[config.mk]
export PLATFORM = sky130hd
export DESIGN_NAME = sec_slow_exec
export DESIGN_NICKNAME = d
export VERILOG_FILES = /design/src/hdl/sec_pkg.sv /design/src/hdl/sec_slow_exec.sv
export VERILOG_INCLUDE_DIRS = /design/src /design/src/hdl
export SDC_FILE = /design/constraint.sdc
export NUM_CORES = 1
export LEC_CHECK = 0
export BUFFER_PORTS_ARGS = -buffer_cell sky130_fd_sc_hd__buf_2
export CAP_MARGIN = 20
export CORE_ASPECT_RATIO = 0.6
export CORE_MARGIN = 2
export CORE_UTILIZATION = 47
export CTS_CLUSTER_SIZE = 12
export DETAILED_ROUTE_END_ITERATION = 8
export GPL_ROUTABILITY_DRIVEN = 0
export PLACE_DENSITY = 0.75
export SLEW_MARGIN = 5
export SYNTH_ARGS = -nofsm -noshare
export SYNTH_HDL_FRONTEND = slang
export SYNTH_SLANG_ARGS = --single-unit
[constraint.sdc]
create_clock -name clock -period 2.34 [get_ports clock]
set_input_delay 0.585 -clock clock [delete_from_list [all_inputs] [get_ports clock]]
set_output_delay 0.585 -clock clock [all_outputs]
set_load 0.005 [all_outputs]
[src/hdl/sec_params.svh]
`ifndef SEC_PARAMS_SVH
`define SEC_PARAMS_SVH

// Register map (word addresses on the plain port)
`define SEC_ADDR_W          4
`define SEC_REG_CTRL        4'h0
`define SEC_REG_STAT        4'h1

// Control register fields
`define SEC_CTRL_RATIO_LSB  0
`define SEC_CTRL_RATIO_MSB  2
`define SEC_CTRL_ENABLE     4
`define SEC_CTRL_RECOVER    5
`define SEC_CTRL_ON_EXIT    6

// Reset values
`define SEC_RATIO_RST       3'h0
`define SEC_CTRL_RST        8'h00

// Ratio code with a fixed ratio of 1:4
`define SEC_RATIO_FOUR      3'h1
`define SEC_COUNT_FOUR      8'h03

// Peripheral clock divider: main clock divided by four
`define SEC_PERIPH_DIV      2'h3

`endif

[src/hdl/sec_pkg.sv]
`include "sec_params.svh"
package sec_pkg;

    typedef struct packed {
        logic [`SEC_ADDR_W-1:0] addr;
        logic [7:0]             wdata;
        logic                   wr;
        logic                   rd;
    } sec_bus_req_t;

    typedef struct packed {
        logic irq_entry;
        logic irq_return;
    } sec_core_ev_t;

    typedef struct packed {
        logic cpu_cycle_en;
        logic flash_cycle_en;
        logic periph_quarter_en;
    } sec_clk_en_t;

    typedef enum logic [1:0] {
        SEC_RUN_FULL = 2'b00,
        SEC_RUN_SLOW = 2'b01
    } sec_rate_t;

endpackage

[src/hdl/sec_slow_exec.sv]
// Overview of operation
// - While enabled, CPU runs one instruction cycle in every N, N from ratio.
// - Main clock and its divide-by-four enable keep running at full rate.
// - Interrupt entry copies slow_exec_enable into slow_on_exit.
// - Recover-on-interrupt set: interrupt entry clears slow_exec_enable.
// - Recover-on-interrupt clear: interrupt entry leaves slow_exec_enable unchanged.
// - Return with slow_on_exit one sets slow_exec_enable, main runs slow.
// - Return with slow_on_exit zero clears slow_exec_enable, main runs full.
// - Software may write slow_on_exit in the routine; last value decides.
// - Ratio code 001 gives one active cycle then three idle cycles.
`timescale 1ns/1ps
`include "sec_params.svh"
module sec_slow_exec (
    input  wire logic                  clock,
    input  wire logic                  rst,
    input  wire sec_pkg::sec_bus_req_t bus,
    output logic [7:0]                 rdata,
    input  wire sec_pkg::sec_core_ev_t core_ev,
    output sec_pkg::sec_clk_en_t       clk_en,
    output sec_pkg::sec_rate_t         rate
);
    import sec_pkg::*;

    logic [2:0] ratio_q;
    logic       slow_exec_enable_q;
    logic       recover_on_irq_q;
    logic       slow_on_exit_q;
    logic [7:0] phase_q;
    logic [7:0] phase_d;
    logic [1:0] quarter_q;
    logic [7:0] rdata_q;
    logic       ctrl_wr;
    logic       cpu_en;
    logic       settle;
    logic [8:0] gap_q;
    logic       gap_valid_q;

    // Idle cycles after each active one for a ratio code
    function automatic logic [7:0] idle_count(input logic [2:0] code);
        logic [8:0] n;
        n = 9'h000;
        if (code == `SEC_RATIO_FOUR) begin
            idle_count = `SEC_COUNT_FOUR;
        end else begin
            n = 9'h001 << ({1'b0, code} + 4'h1);
            idle_count = 8'(n - 9'h001);
        end
    endfunction

    // Full cycle length for a ratio code, written out per code
    function automatic logic [8:0] cycle_length(input logic [2:0] code);
        case (code)
            3'h0:    cycle_length = 9'h002;
            3'h1:    cycle_length = 9'h004;
            3'h2:    cycle_length = 9'h008;
            3'h3:    cycle_length = 9'h010;
            3'h4:    cycle_length = 9'h020;
            3'h5:    cycle_length = 9'h040;
            3'h6:    cycle_length = 9'h080;
            3'h7:    cycle_length = 9'h100;
            default: cycle_length = 9'h000;
        endcase
    endfunction

    // Control register image as software reads it
    function automatic logic [7:0] ctrl_word(input logic on_exit, input logic recover,
                                             input logic enable, input logic [2:0] code);
        ctrl_word = 8'h00;
        ctrl_word[`SEC_CTRL_ON_EXIT] = on_exit;
        ctrl_word[`SEC_CTRL_RECOVER] = recover;
        ctrl_word[`SEC_CTRL_ENABLE]  = enable;
        ctrl_word[`SEC_CTRL_RATIO_MSB:`SEC_CTRL_RATIO_LSB] = code;
    endfunction

    assign ctrl_wr = bus.wr && (bus.addr == `SEC_REG_CTRL);

    // Ratio and recover-on-interrupt are plain software fields
    always_ff @(posedge clock) begin
        if (rst) begin
            ratio_q          <= `SEC_RATIO_RST;
            recover_on_irq_q <= 1'b0;
        end else if (ctrl_wr) begin
            ratio_q          <= bus.wdata[`SEC_CTRL_RATIO_MSB:`SEC_CTRL_RATIO_LSB];
            recover_on_irq_q <= bus.wdata[`SEC_CTRL_RECOVER];
        end
    end

    // Enable bit: hardware events take priority over software write
    always_ff @(posedge clock) begin
        if (rst) begin
            slow_exec_enable_q <= 1'b0;
        end else if (core_ev.irq_return) begin
            slow_exec_enable_q <= slow_on_exit_q;
        end else if (core_ev.irq_entry) begin
            if (recover_on_irq_q) begin
                slow_exec_enable_q <= 1'b0;
            end else begin
                slow_exec_enable_q <= slow_exec_enable_q;
            end
        end else if (ctrl_wr) begin
            slow_exec_enable_q <= bus.wdata[`SEC_CTRL_ENABLE];
        end
    end

    // On-exit bit: captured on entry, software writable afterwards
    always_ff @(posedge clock) begin
        if (rst) begin
            slow_on_exit_q <= 1'b0;
        end else if (core_ev.irq_entry) begin
            slow_on_exit_q <= slow_exec_enable_q;
        end else if (ctrl_wr) begin
            slow_on_exit_q <= bus.wdata[`SEC_CTRL_ON_EXIT];
        end
    end

    // Phase counter: zero is the active cycle
    always_comb begin
        phase_d = phase_q;
        if (!slow_exec_enable_q || phase_q >= idle_count(ratio_q)) begin
            phase_d = 8'h00;
        end else begin
            phase_d = phase_q + 8'h01;
        end
    end

    always_ff @(posedge clock) begin
        if (rst || !slow_exec_enable_q || ctrl_wr) begin
            phase_q <= 8'h00;
        end else begin
            phase_q <= phase_d;
        end
    end

    // Free-running divide-by-four enable for peripherals
    always_ff @(posedge clock) begin
        if (rst) begin
            quarter_q <= 2'h0;
        end else begin
            quarter_q <= quarter_q + 2'h1;
        end
    end

    assign cpu_en                   = !slow_exec_enable_q || (phase_q == 8'h00);
    assign clk_en.cpu_cycle_en      = cpu_en;
    assign clk_en.flash_cycle_en    = cpu_en;
    assign clk_en.periph_quarter_en = (quarter_q == `SEC_PERIPH_DIV);
    assign rate = slow_exec_enable_q ? SEC_RUN_SLOW : SEC_RUN_FULL;

    // Read data one cycle after the strobe
    always_ff @(posedge clock) begin
        if (rst) begin
            rdata_q <= 8'h00;
        end else if (bus.rd) begin
            case (bus.addr)
                `SEC_REG_CTRL: rdata_q <= ctrl_word(slow_on_exit_q, recover_on_irq_q,
                                                    slow_exec_enable_q, ratio_q);
                `SEC_REG_STAT: rdata_q <= phase_q;
                default:       rdata_q <= 8'h00;
            endcase
        end else begin
            rdata_q <= 8'h00;
        end
    end
    assign rdata = rdata_q;

    AST_ENTRY_COPY: assert property (@(posedge clock) disable iff (rst)
        core_ev.irq_entry && !core_ev.irq_return |=> slow_on_exit_q == $past(slow_exec_enable_q))
        else $error("on-exit bit not copied on entry");
    AST_RECOVER: assert property (@(posedge clock) disable iff (rst)
        core_ev.irq_entry && !core_ev.irq_return && recover_on_irq_q |=> !slow_exec_enable_q)
        else $error("enable not cleared on recover");
    AST_KEEP: assert property (@(posedge clock) disable iff (rst)
        core_ev.irq_entry && !core_ev.irq_return && !recover_on_irq_q
        |=> $stable(slow_exec_enable_q))
        else $error("enable changed on entry without recover");
    AST_RET_SLOW: assert property (@(posedge clock) disable iff (rst)
        core_ev.irq_return && slow_on_exit_q |=> slow_exec_enable_q)
        else $error("enable not set on return");
    AST_RET_FULL: assert property (@(posedge clock) disable iff (rst)
        core_ev.irq_return && !slow_on_exit_q |=> !slow_exec_enable_q)
        else $error("enable not cleared on return");
    AST_SW_EXIT: assert property (@(posedge clock) disable iff (rst)
        ctrl_wr && !core_ev.irq_entry |=> slow_on_exit_q == $past(bus.wdata[`SEC_CTRL_ON_EXIT]))
        else $error("software write to on-exit lost");
    AST_FOUR: assert property (@(posedge clock) disable iff (rst)
        slow_exec_enable_q && ratio_q == `SEC_RATIO_FOUR && clk_en.cpu_cycle_en
        && !core_ev.irq_entry && !core_ev.irq_return && !ctrl_wr
        ##1 (slow_exec_enable_q && ratio_q == `SEC_RATIO_FOUR)
        |-> !clk_en.cpu_cycle_en)
        else $error("active cycle not followed by idle");
    AST_FULL_RATE: assert property (@(posedge clock) disable iff (rst)
        !slow_exec_enable_q |-> clk_en.cpu_cycle_en && clk_en.flash_cycle_en)
        else $error("cpu stalled at full rate");
    AST_PERIPH: assert property (@(posedge clock) disable iff (rst)
        clk_en.periph_quarter_en |=> !clk_en.periph_quarter_en [*3] ##1 clk_en.periph_quarter_en)
        else $error("peripheral enable not every fourth cycle");
    AST_RATIO: assert property (@(posedge clock) disable iff (rst)
        slow_exec_enable_q |-> phase_q <= idle_count(ratio_q))
        else $error("phase past ratio");

    // Active-cycle spacing monitor for the assertions below
    assign settle = slow_exec_enable_q && !ctrl_wr && !core_ev.irq_entry && !core_ev.irq_return;

    always_ff @(posedge clock) begin
        if (rst || !settle) begin
            gap_q       <= 9'h000;
            gap_valid_q <= 1'b0;
        end else if (cpu_en) begin
            gap_q       <= 9'h001;
            gap_valid_q <= 1'b1;
        end else begin
            gap_q <= gap_q + 9'h001;
        end
    end

    AST_GAP: assert property (@(posedge clock) disable iff (rst)
        gap_valid_q && cpu_en && slow_exec_enable_q |-> gap_q == cycle_length(ratio_q))
        else $error("active cycles not one in every N");

    AST_GAP_FOUR: assert property (@(posedge clock) disable iff (rst)
        gap_valid_q && cpu_en && ratio_q == `SEC_RATIO_FOUR |-> gap_q == 9'h004)
        else $error("ratio four spacing wrong");

    AST_IDLE_PHASE: assert property (@(posedge clock) disable iff (rst)
        slow_exec_enable_q && phase_q != 8'h00 |-> !clk_en.cpu_cycle_en)
        else $error("cpu active in idle phase");

    AST_START: assert property (@(posedge clock) disable iff (rst)
        $rose(slow_exec_enable_q) |-> clk_en.cpu_cycle_en && phase_q == 8'h00)
        else $error("slow mode does not start on active cycle");

    AST_PHASE_STEP: assert property (@(posedge clock) disable iff (rst)
        settle && phase_q < idle_count(ratio_q) |=> phase_q == $past(phase_q) + 8'h01)
        else $error("phase did not advance");

    AST_PHASE_WRAP: assert property (@(posedge clock) disable iff (rst)
        settle && phase_q == idle_count(ratio_q) |=> phase_q == 8'h00 && clk_en.cpu_cycle_en)
        else $error("phase did not wrap");

    AST_FULL_PHASE: assert property (@(posedge clock) disable iff (rst)
        !slow_exec_enable_q |=> phase_q == 8'h00)
        else $error("phase not cleared at full rate");

    AST_HOLD_ENABLE: assert property (@(posedge clock) disable iff (rst)
        !ctrl_wr && !core_ev.irq_entry && !core_ev.irq_return |=> $stable(slow_exec_enable_q))
        else $error("enable changed without cause");

    AST_HOLD_EXIT: assert property (@(posedge clock) disable iff (rst)
        !ctrl_wr && !core_ev.irq_entry |=> $stable(slow_on_exit_q))
        else $error("on-exit bit changed without cause");

    AST_WR_ENABLE: assert property (@(posedge clock) disable iff (rst)
        ctrl_wr && !core_ev.irq_entry && !core_ev.irq_return
        |=> slow_exec_enable_q == $past(bus.wdata[`SEC_CTRL_ENABLE]))
        else $error("software enable write lost");

    AST_WR_RATIO: assert property (@(posedge clock) disable iff (rst)
        ctrl_wr |=> ratio_q == $past(bus.wdata[`SEC_CTRL_RATIO_MSB:`SEC_CTRL_RATIO_LSB]))
        else $error("ratio write lost");

    AST_WR_RECOVER: assert property (@(posedge clock) disable iff (rst)
        ctrl_wr |=> recover_on_irq_q == $past(bus.wdata[`SEC_CTRL_RECOVER]))
        else $error("recover write lost");

    AST_FULL_ON_WRITE: assert property (@(posedge clock) disable iff (rst)
        ctrl_wr && !bus.wdata[`SEC_CTRL_ENABLE] && !core_ev.irq_entry && !core_ev.irq_return
        |=> clk_en.cpu_cycle_en && rate == SEC_RUN_FULL)
        else $error("full rate not restored by write");

    AST_ENTRY_ANY: assert property (@(posedge clock) disable iff (rst)
        core_ev.irq_entry |=> slow_on_exit_q == $past(slow_exec_enable_q))
        else $error("on-exit bit not copied on any entry");

    AST_RECOVER_RUN: assert property (@(posedge clock) disable iff (rst)
        core_ev.irq_entry && !core_ev.irq_return && recover_on_irq_q |=> clk_en.cpu_cycle_en)
        else $error("routine not at full rate");

    AST_ENTRY_RATE: assert property (@(posedge clock) disable iff (rst)
        core_ev.irq_entry && !core_ev.irq_return && !recover_on_irq_q && slow_exec_enable_q
        |=> rate == SEC_RUN_SLOW)
        else $error("routine left slow rate");

    AST_RET_SLOW_RUN: assert property (@(posedge clock) disable iff (rst)
        core_ev.irq_return && slow_on_exit_q |=> rate == SEC_RUN_SLOW)
        else $error("main not resumed slow");

    AST_RET_FULL_RUN: assert property (@(posedge clock) disable iff (rst)
        core_ev.irq_return && !slow_on_exit_q |=> rate == SEC_RUN_FULL && clk_en.cpu_cycle_en)
        else $error("main not resumed full");

    AST_RDATA_IDLE: assert property (@(posedge clock) disable iff (rst)
        !bus.rd |=> rdata == 8'h00)
        else $error("read data not zero without read");

    AST_RDATA_CTRL: assert property (@(posedge clock) disable iff (rst)
        bus.rd && bus.addr == `SEC_REG_CTRL |=> rdata == ctrl_word($past(slow_on_exit_q),
            $past(recover_on_irq_q), $past(slow_exec_enable_q), $past(ratio_q)))
        else $error("control read mismatch");

    AST_RDATA_STAT: assert property (@(posedge clock) disable iff (rst)
        bus.rd && bus.addr == `SEC_REG_STAT |=> rdata == $past(phase_q))
        else $error("status read mismatch");

    AST_RDATA_NONE: assert property (@(posedge clock) disable iff (rst)
        bus.rd && bus.addr != `SEC_REG_CTRL && bus.addr != `SEC_REG_STAT
        |=> rdata == 8'h00)
        else $error("unmapped read not zero");

    AST_PERIPH_SLOW: assert property (@(posedge clock) disable iff (rst)
        slow_exec_enable_q && clk_en.periph_quarter_en |=> ##3 clk_en.periph_quarter_en)
        else $error("peripheral enable slowed");

endmodule

# Word level (Yosys, flattened, before mapping)
# Cells that the tools add are included.
# Widths: inputs -> output; s select.
# word_totals
reg_bits	24
elab_cells	40
output_inout_bits	13
# classes
mux	9
reduce_logical	13
bitwise	1
order_cmp	1
n_eq_ne	4
n_shift	1
add_sub_neg	4
# ops
op	count
$pmux 8 s2	1
$add 8x1->8 const B	1
$ge 8x8->1	1
$logic_not 8->1	1
$mux 8	1
$shl 1x4->8 const A	1
$sub 8x1->8 const B	1
$mux 1	7
$add 3x1->4 const B	1
$eq 4x1->1 const B	1
$logic_not 4->1	1
$logic_or 1x1->1	4
$reduce_or 2->1	2
$eq 3x1->1 const B	1
$ne 3x2->1 const B	1
$reduce_bool 3->1	1
$add 2x1->2 const B	1
$eq 2x2->1 const B	1
$reduce_and 2->1	1
$reduce_bool 2->1	1
$logic_and 1x1->1	1
$logic_not 1->1	1
$not 1->1	1

# Longest topological paths before layout
# Gate-level depths: netlist (run 1).
# depth
word_depth	7
ltp_mapped	10

# Worst setup path after synthesis (run 1)
# Ideal clock, no wire load.
# synth_path
path_type	register to register
from	register ratio_q[0]
to	register phase_q[1]
required_ns	2.192
synth_period_minus_slack_ns	2.543
setup_slack_ns	-0.203
arrival_time_ns	2.395
path_stages_with_launch	11
path_cell_list	dfxtp_1 -> clkbuf_1 -> or3_1 -> ha_1 -> nand3b_1 -> a21oi_1 -> a31oi_1 -> ha_1 -> nand4_1 -> nor3_1 -> nor3b_1
# synth_between
elab_chain_len	7
word_cells_on_any_way	8
cone_classes	add/sub (2); order compare (1); eq/ne (1); shift (1); mux (1); reduce/logical (2)
# synth_lines
item	line_no	text
from (decl)	sec_slow_exec.sv:24	logic [2:0] ratio_q;
from (signal assigned)	sec_slow_exec.sv:80	ratio_q <= `SEC_RATIO_RST;
from (signal assigned)	sec_slow_exec.sv:83	ratio_q <= bus.wdata[`SEC_CTRL_RATIO_MSB:`SEC_CTRL_RATIO_LSB];
$add 3x1->4	sec_slow_exec.sv:45	n = 9'h001 << ({1'b0, code} + 4'h1);
$shl 1x4->8	sec_slow_exec.sv:45	
$sub 8x1->8	sec_slow_exec.sv:46	idle_count = 8'(n - 9'h001);
$mux 8 (*)	sec_slow_exec.sv:42	if (code == `SEC_RATIO_FOUR) begin
$ge 8x8->1 (*)	sec_slow_exec.sv:119	if (!slow_exec_enable_q || phase_q >= idle_count(ratio_q)) begin
$logic_or 1x1->1 (*)	sec_slow_exec.sv:119	
$reduce_or 2->1 (no line) (*)	--	
to (signal assigned)	sec_slow_exec.sv:130	phase_q <= phase_d;
to (decl)	sec_slow_exec.sv:28	logic [7:0] phase_q;
# Every way passes the cells marked *; elsewhere a longest branch is shown, timed or not.
# A chain may end at the register's enable or synchronous reset.

==> run metrics, run 1 <==
register area share after synthesis=between 30% and 40%; die height=between 40 and 50 microns; I/O Buffers=27; largest area contributor in the netlist=dfxtp_1; initial antenna violation count=0; Initial Utilization=49.9%; Synth Area in XOR/XNOR=~4.2%; Fmax=438 MHz; H-tree Lvls=1; layout cell share with drive strength beyond 1=a little over a third; via count=between 1,000 and 1,500; synth warn=0; Num CTS Buffers=3; area fraction in compound gates after synthesis=14.7%; Post-Place Setup Slack=-33.7 ps; CORE AREA=between 2000 and 3000 sq um; Worst Path Max Fanout=2; mux contribution to synthesized area=0%; dominant synthesized flop cell=dfxtp_1; Max VDD drop=0.456 mV; WL per Instance=15.1 microns; num ports=31; PwrDens=520 nW/um^2; number of flops mapped to enable cells by yosys=0; max-slew violations=0; GRT overflow=0; RSZ-0062 raised after global routing=true; drt via density=5.62; CP required=around 1800 ps; CP Launch Type=flip-flop; critical path capture point type=output pin; first-pass GRT wire length=5.15 mm; Max Clock Skew=roughly 4.3 ps; CTS Root Cell=clkbuf_8; Hold Fails Final Rpt=0; diode count=0; vias in the first global route=1,096; Iter 0 DRT Violations=between 50 and 60; DR pass1 iterations=4; post-route worst setup slack=around 57 ps; Simple-Gate Fraction of Synth Area=25.5%; Synth Register Bits=24; Max Cap Viol=0; status=finished, final reports clean; WS Path Type=flip-flop to output pin; final non-filler cell total=207; CTS tree=yes; r2r endpoint=phase_q[6]; r2r setup slk=about 80 ps; largest net degree at the start of global routing=15; final setup vio count=0; syn_area_per_cell=8.99 sq um; worst r2r src=ratio_q[0]; final WL=3.12 mm; CP arrival=1700 ps; row count=14; Synth Area in Adders=11.9%; cell count after synthesis=140; share of synthesized flip-flops with an asynchronous set or reset=0%; clock transition at the registers of the reported paths=about 90 ps; Post-route DRC=0; clock buffer depth=2; post-layout min period=2280 ps; Tcrit/Tclk final=97.6%; Num Clock Sinks=24; worst hold stages=1; placed cell count=199; Layout Nets=206; slew margin rel.=54.8%; Hold Path Origin=quarter_q[0]; Layout area overhead=32.9%; GRT Util Overall=between 20% and 30%; Synth area leaders=dfxtp_1 38%, ha_1 12%, a22oi_1 3.6%; CTS Hold Buffers Added=0; Mapped Area=1260 sq um; post-synth top area share=about two fifths; Hold EP=quarter_q[0]; Pleak=0.687 nW; worst-margin pin slew=676 ps; DIE WIDTH=70.8 microns; Netlist cell types=40; dpl hpwl=2.23 mm; fill cell count=217; main combinational cell family by area after synthesis=simple AND/OR/NAND/NOR gates; Worst Reg-to-Reg Cells=10; Die Footprint=3120 sq um; Final ANT Viol Nets=0; Worst Hold Class=flip-flop to flip-flop; worst-skew pair later-pin latency=270 ps
cells in the mapped netlist, drive strengths merged, types with 4 or more instances:
master / number
a21oi: 6
and3: 4
ha: 12
nor2: 11
nand2: 9
dfxtp: 24
a22oi: 6
nand3: 8
nor3: 8
buf: 5
clkbuf: 4
logic make-up after synthesis:
kind of cell    count (synthesis)
simple gates                   58
buf+inv                        12
xor+xnor                        6
other cells                     2
fa+ha+maj                      12
flops                          24
compound gates                 26
worst max-delay path, cell delays in order (launching register included):
cell and delay (ps):
dfxtp_4 360, inv_4 60, ha_4 110, or4b_4 470
o41ai_4 260, buf_2 170
stage by stage:
step	area (sq um)	utilization [%]	hold WS (ps)	power, W	TNS (ps)
3_3_place_gp	1460	57.9	406	0.000494	0
5_1_grt	1670	66.3	448	0.000910	-209
3_5_place_dp	1460	57.9	417	0.000497	-128
4_1_cts	1580	62.6	429	0.000860	0
2_1_floorplan	1280	-	399	0.000467	0
6_report	1670	66.3	427	0.000871	0
repair_timing:
action / in CTS / in global routing
resized for setup: 9 / 15
endpoints found under the setup margin: 10 / 10
cloned: 0 / 0
setup buffers: 1 / 3
pin swaps: 2 / 8
where the power goes:
| group | switching, W | internal, W |
|---|---|---|
| clock network | 0.000137 | 0.000229 |
| registers | 0.00000435 | 0.000413 |
| logic | 0.0000445 | 0.0000424 |
| total | 0.000186 | 0.000685 |
worst max path at each step:
stage	end	slack, ps	cells past startpoint	from
CTS	clk_en[1]	2	5	phase_q[0]
finish	clk_en[1]	60	5	phase_q[0]
global route	phase_q[4]	-30	10	ratio_q[0]
detailed placement	phase_q[5]	-30	9	ratio_q[1]
global placement	phase_q[5]	30	9	ratio_q[1]
floorplan	phase_q[1]	20	10	ratio_q[0]
area by class of cell:
| type | instances | area, sq um | area share [%] |
|---|---|---|---|
| Tap cell | 32 | 40.0 | 2.39 |
| Inverter | 3 | 13.8 | 0.823 |
| Clock buffer | 3 | 41.3 | 2.47 |
| Sequential cell | 24 | 487 | 29.1 |
| Timing Repair Buffer | 39 | 229 | 13.7 |
| Multi-Input combinational cell | 105 | 832 | 49.7 |
| Clock inverter | 1 | 30.0 | 1.80 |
sequential cells by signal, summed over array words and instances (netlist names):
register,count
quarter_q,2
recover_on_irq_q,1
slow_on_exit_q,1
rdata,8
ratio_q,3
phase_q,8
slow_exec_enable_q,1
per-layer routing:
layer,up-vias,wire (microns),global-route usage (%)
li1,577,-,-
met1,542,1410,28.9
met2,39,1470,33.8
met3,6,189,5.69
met4,0,49,7.92
met5,-,0,0
placed cells by master, fill, tap and decap left out, types with 2 or more instances in the layout:
cell      netlist  routed
conb_1          2       3
nor3b_2         0       2
nor2_1         11      11
nand3_1         8       8
a22oi_1         6       6
nand2_1         8       8
nor3_2          0       2
buf_4           4      11
nor2b_1         3       3
nand4_1         3       3
xnor2_1         3       3
ha_1           12      10
xor2_1          3       3
buf_2           1      27
and3_1          4       4
nor3_1          8       5
ha_4            0       2
nand3b_1        2       2
dfxtp_2         0       2
dfxtp_1        24      21
a21oi_1         6       5
clkbuf_8        0       3
nand2b_1        3       3
Note: power is estimated with default switching activity, not from simulation.
==> run 2: changes to the inputs <==
--- a/config.mk
+++ b/config.mk
@@ -10,11 +10,11 @@
 export CAP_MARGIN = 20
 export CORE_ASPECT_RATIO = 0.6
 export CORE_MARGIN = 2
-export CORE_UTILIZATION = 47
+export CORE_UTILIZATION = 40
 export CTS_CLUSTER_SIZE = 12
 export DETAILED_ROUTE_END_ITERATION = 8
 export GPL_ROUTABILITY_DRIVEN = 0
-export PLACE_DENSITY = 0.75
+export PLACE_DENSITY = 0.65
 export SLEW_MARGIN = 5
 export SYNTH_ARGS = -nofsm -noshare
 export SYNTH_HDL_FRONTEND = slang
==> run metrics, run 2 (synthesis gave the netlist of run 1 again) <==
Max Cap Viol=0; GRT Util Overall=~18%; Hold Fails Final Rpt=0; status=finished, final reports clean; Tcrit/Tclk final=97.1%; vias in the first global route=~900; CP required=roughly 2500 ps; final WL=3.24 mm; Placed Area=between 1000 and 1500 sq um; dpl hpwl=approximately 2.4 mm; largest net degree at the start of global routing=15; CTS Root Cell=clkbuf_8; Hold WS=427 ps; GRT overflow=0; CTS tree=yes; fin area=1700 sq um; Initial Utilization=a little over two fifths; drt via density=5.10; Logic pwr share=a little over a tenth; die height=47.5 microns; CP Launch Type=flip-flop; Die Footprint=3630 sq um; most frequent cells in the layout=27 x buf_2, 21 x dfxtp_1, 11 x nor2_1; Final ANT Viol Nets=0; layout cell share with drive strength beyond 1=between 30% and 40%; final setup vio count=0; initial antenna violation count=0; PwrDens=520 nW/um^2; Max VDD drop=approximately 0.28 mV; Layout Nets=roughly 210; diode count=0; num ports=31; CP arrival=approximately 2500 ps; WL per Instance=14.9 microns; post-layout min period=2270 ps; slew margin rel.=56.3%; Layout area overhead=34.8%; Num CTS Buffers=3; Core Util, Final=57.9%; Pleak=0.688 nW; switch share=between 20% and 30%; CTS Hold Buffers Added=0; sequential power share=between 40% and 50%; via count=1,107; cell chain of the critical path=or3_4, ha_2, o31a_1, ha_4, a2111oi_4, buf_4, nor3_4, buf_12, nor3_1; clock network fraction of total power=42.0%; clock transition at the registers of the reported paths=90 ps; first-pass GRT wire length=4.85 mm; I/O Buffers=27; Worst Path Max Fanout=8; row count=15; CORE AREA=about 2900 sq um; WS Path Type=flip-flop to flip-flop; final non-filler cell total=217; placed cell count=210; worst-margin pin slew=654 ps; internal power=between 0.0006 and 0.0007 W; P_sw=0.000194 W; leading cell type in the layout, fill and taps excluded=buf_2; clock buffer depth=2; Worst Hold Class=flip-flop to flip-flop; DR pass1 iterations=4; Iter 0 DRT Violations=72; Num Clock Sinks=24; Post-route DRC=0; Max Clock Skew=1.71 ps; critical path capture point type=flip-flop; worst-skew pair later-pin latency=~270 ps; H-tree Lvls=1; largest stage delay on the critical path=380 ps; Fmax=440 MHz; DIE WIDTH=76.4 microns; slowest library cell on the worst path=or3_4; max-slew violations=0
-- run 2: cell type report --
class	count	area, sq um
clock inverters	1	30.0
flip-flops and latches	24	487
multi-input cells	105	831
fillers	262	1230
clock buffers	3	41.3
inverters	3	13.8
repair buffers	39	241
well taps	42	52.6
-- run 2: what timing repair did --
item	CTS	global route
setup buffers	2	1
resized for setup	10	13
pin swaps	3	2
setup endpoints to repair	10	10
-- run 2: metrics by stage --
step                      setup TNS (ps)  setup slack (ps)  power (W)
after detailed placement         -0.0702           -0.0702   0.000499
after global placement                 0              27.7   0.000495
after CTS                              0              9.24   0.000871
after floorplan                        0              19.7   0.000467
after global routing               -10.8             -5.51   0.000915
final                                  0              67.0   0.000883
-- run 2: path summary, 6_finish.rpt --
kind / from / depth (start not counted) / to / slack (ps)
min reg2reg: quarter_q[0] / 1 / quarter_q[0] / 430
max reg2reg: ratio_q[1] / 9 / phase_q[4] / 70
min: quarter_q[0] / 1 / quarter_q[0] / 430
max: ratio_q[1] / 9 / phase_q[4] / 70
-- run 2: per-layer routing --
metal / GRT usage (%) / wire length, microns / part of all wire (%) / up-vias
met5: 0 / 0 / 0 / -
met4: 2.18 / 0 / 0 / 0
met3: 4.72 / 129 / 4.0 / 0
met2: 27.6 / 1490 / 46 / 18
met1: 25.5 / 1620 / 50 / 514
li1: - / - / - / 575
-- run 2: power groups by stage --
stage / Sequential [W] / Combinational [W] / Clock (W)
finish: 0.000418 / 0.0000939 / 0.000371
global route: 0.000419 / 0.000102 / 0.000394
CTS: 0.000418 / 0.0000744 / 0.000379
detailed placement: 0.000428 / 0.0000712 / 0
global placement: 0.000428 / 0.0000669 / 0
floorplan: 0.000427 / 0.0000407 / 0
-- run 2: critical path: cells and delay by family, from the launching register on --
family                     cells  cell delay, ps
adders and majority gates      2             530
buffers and inverters          2             310
AOI/OAI and AO/OA              2             450
and+or+nand+nor                3             570
DFF                            1             330
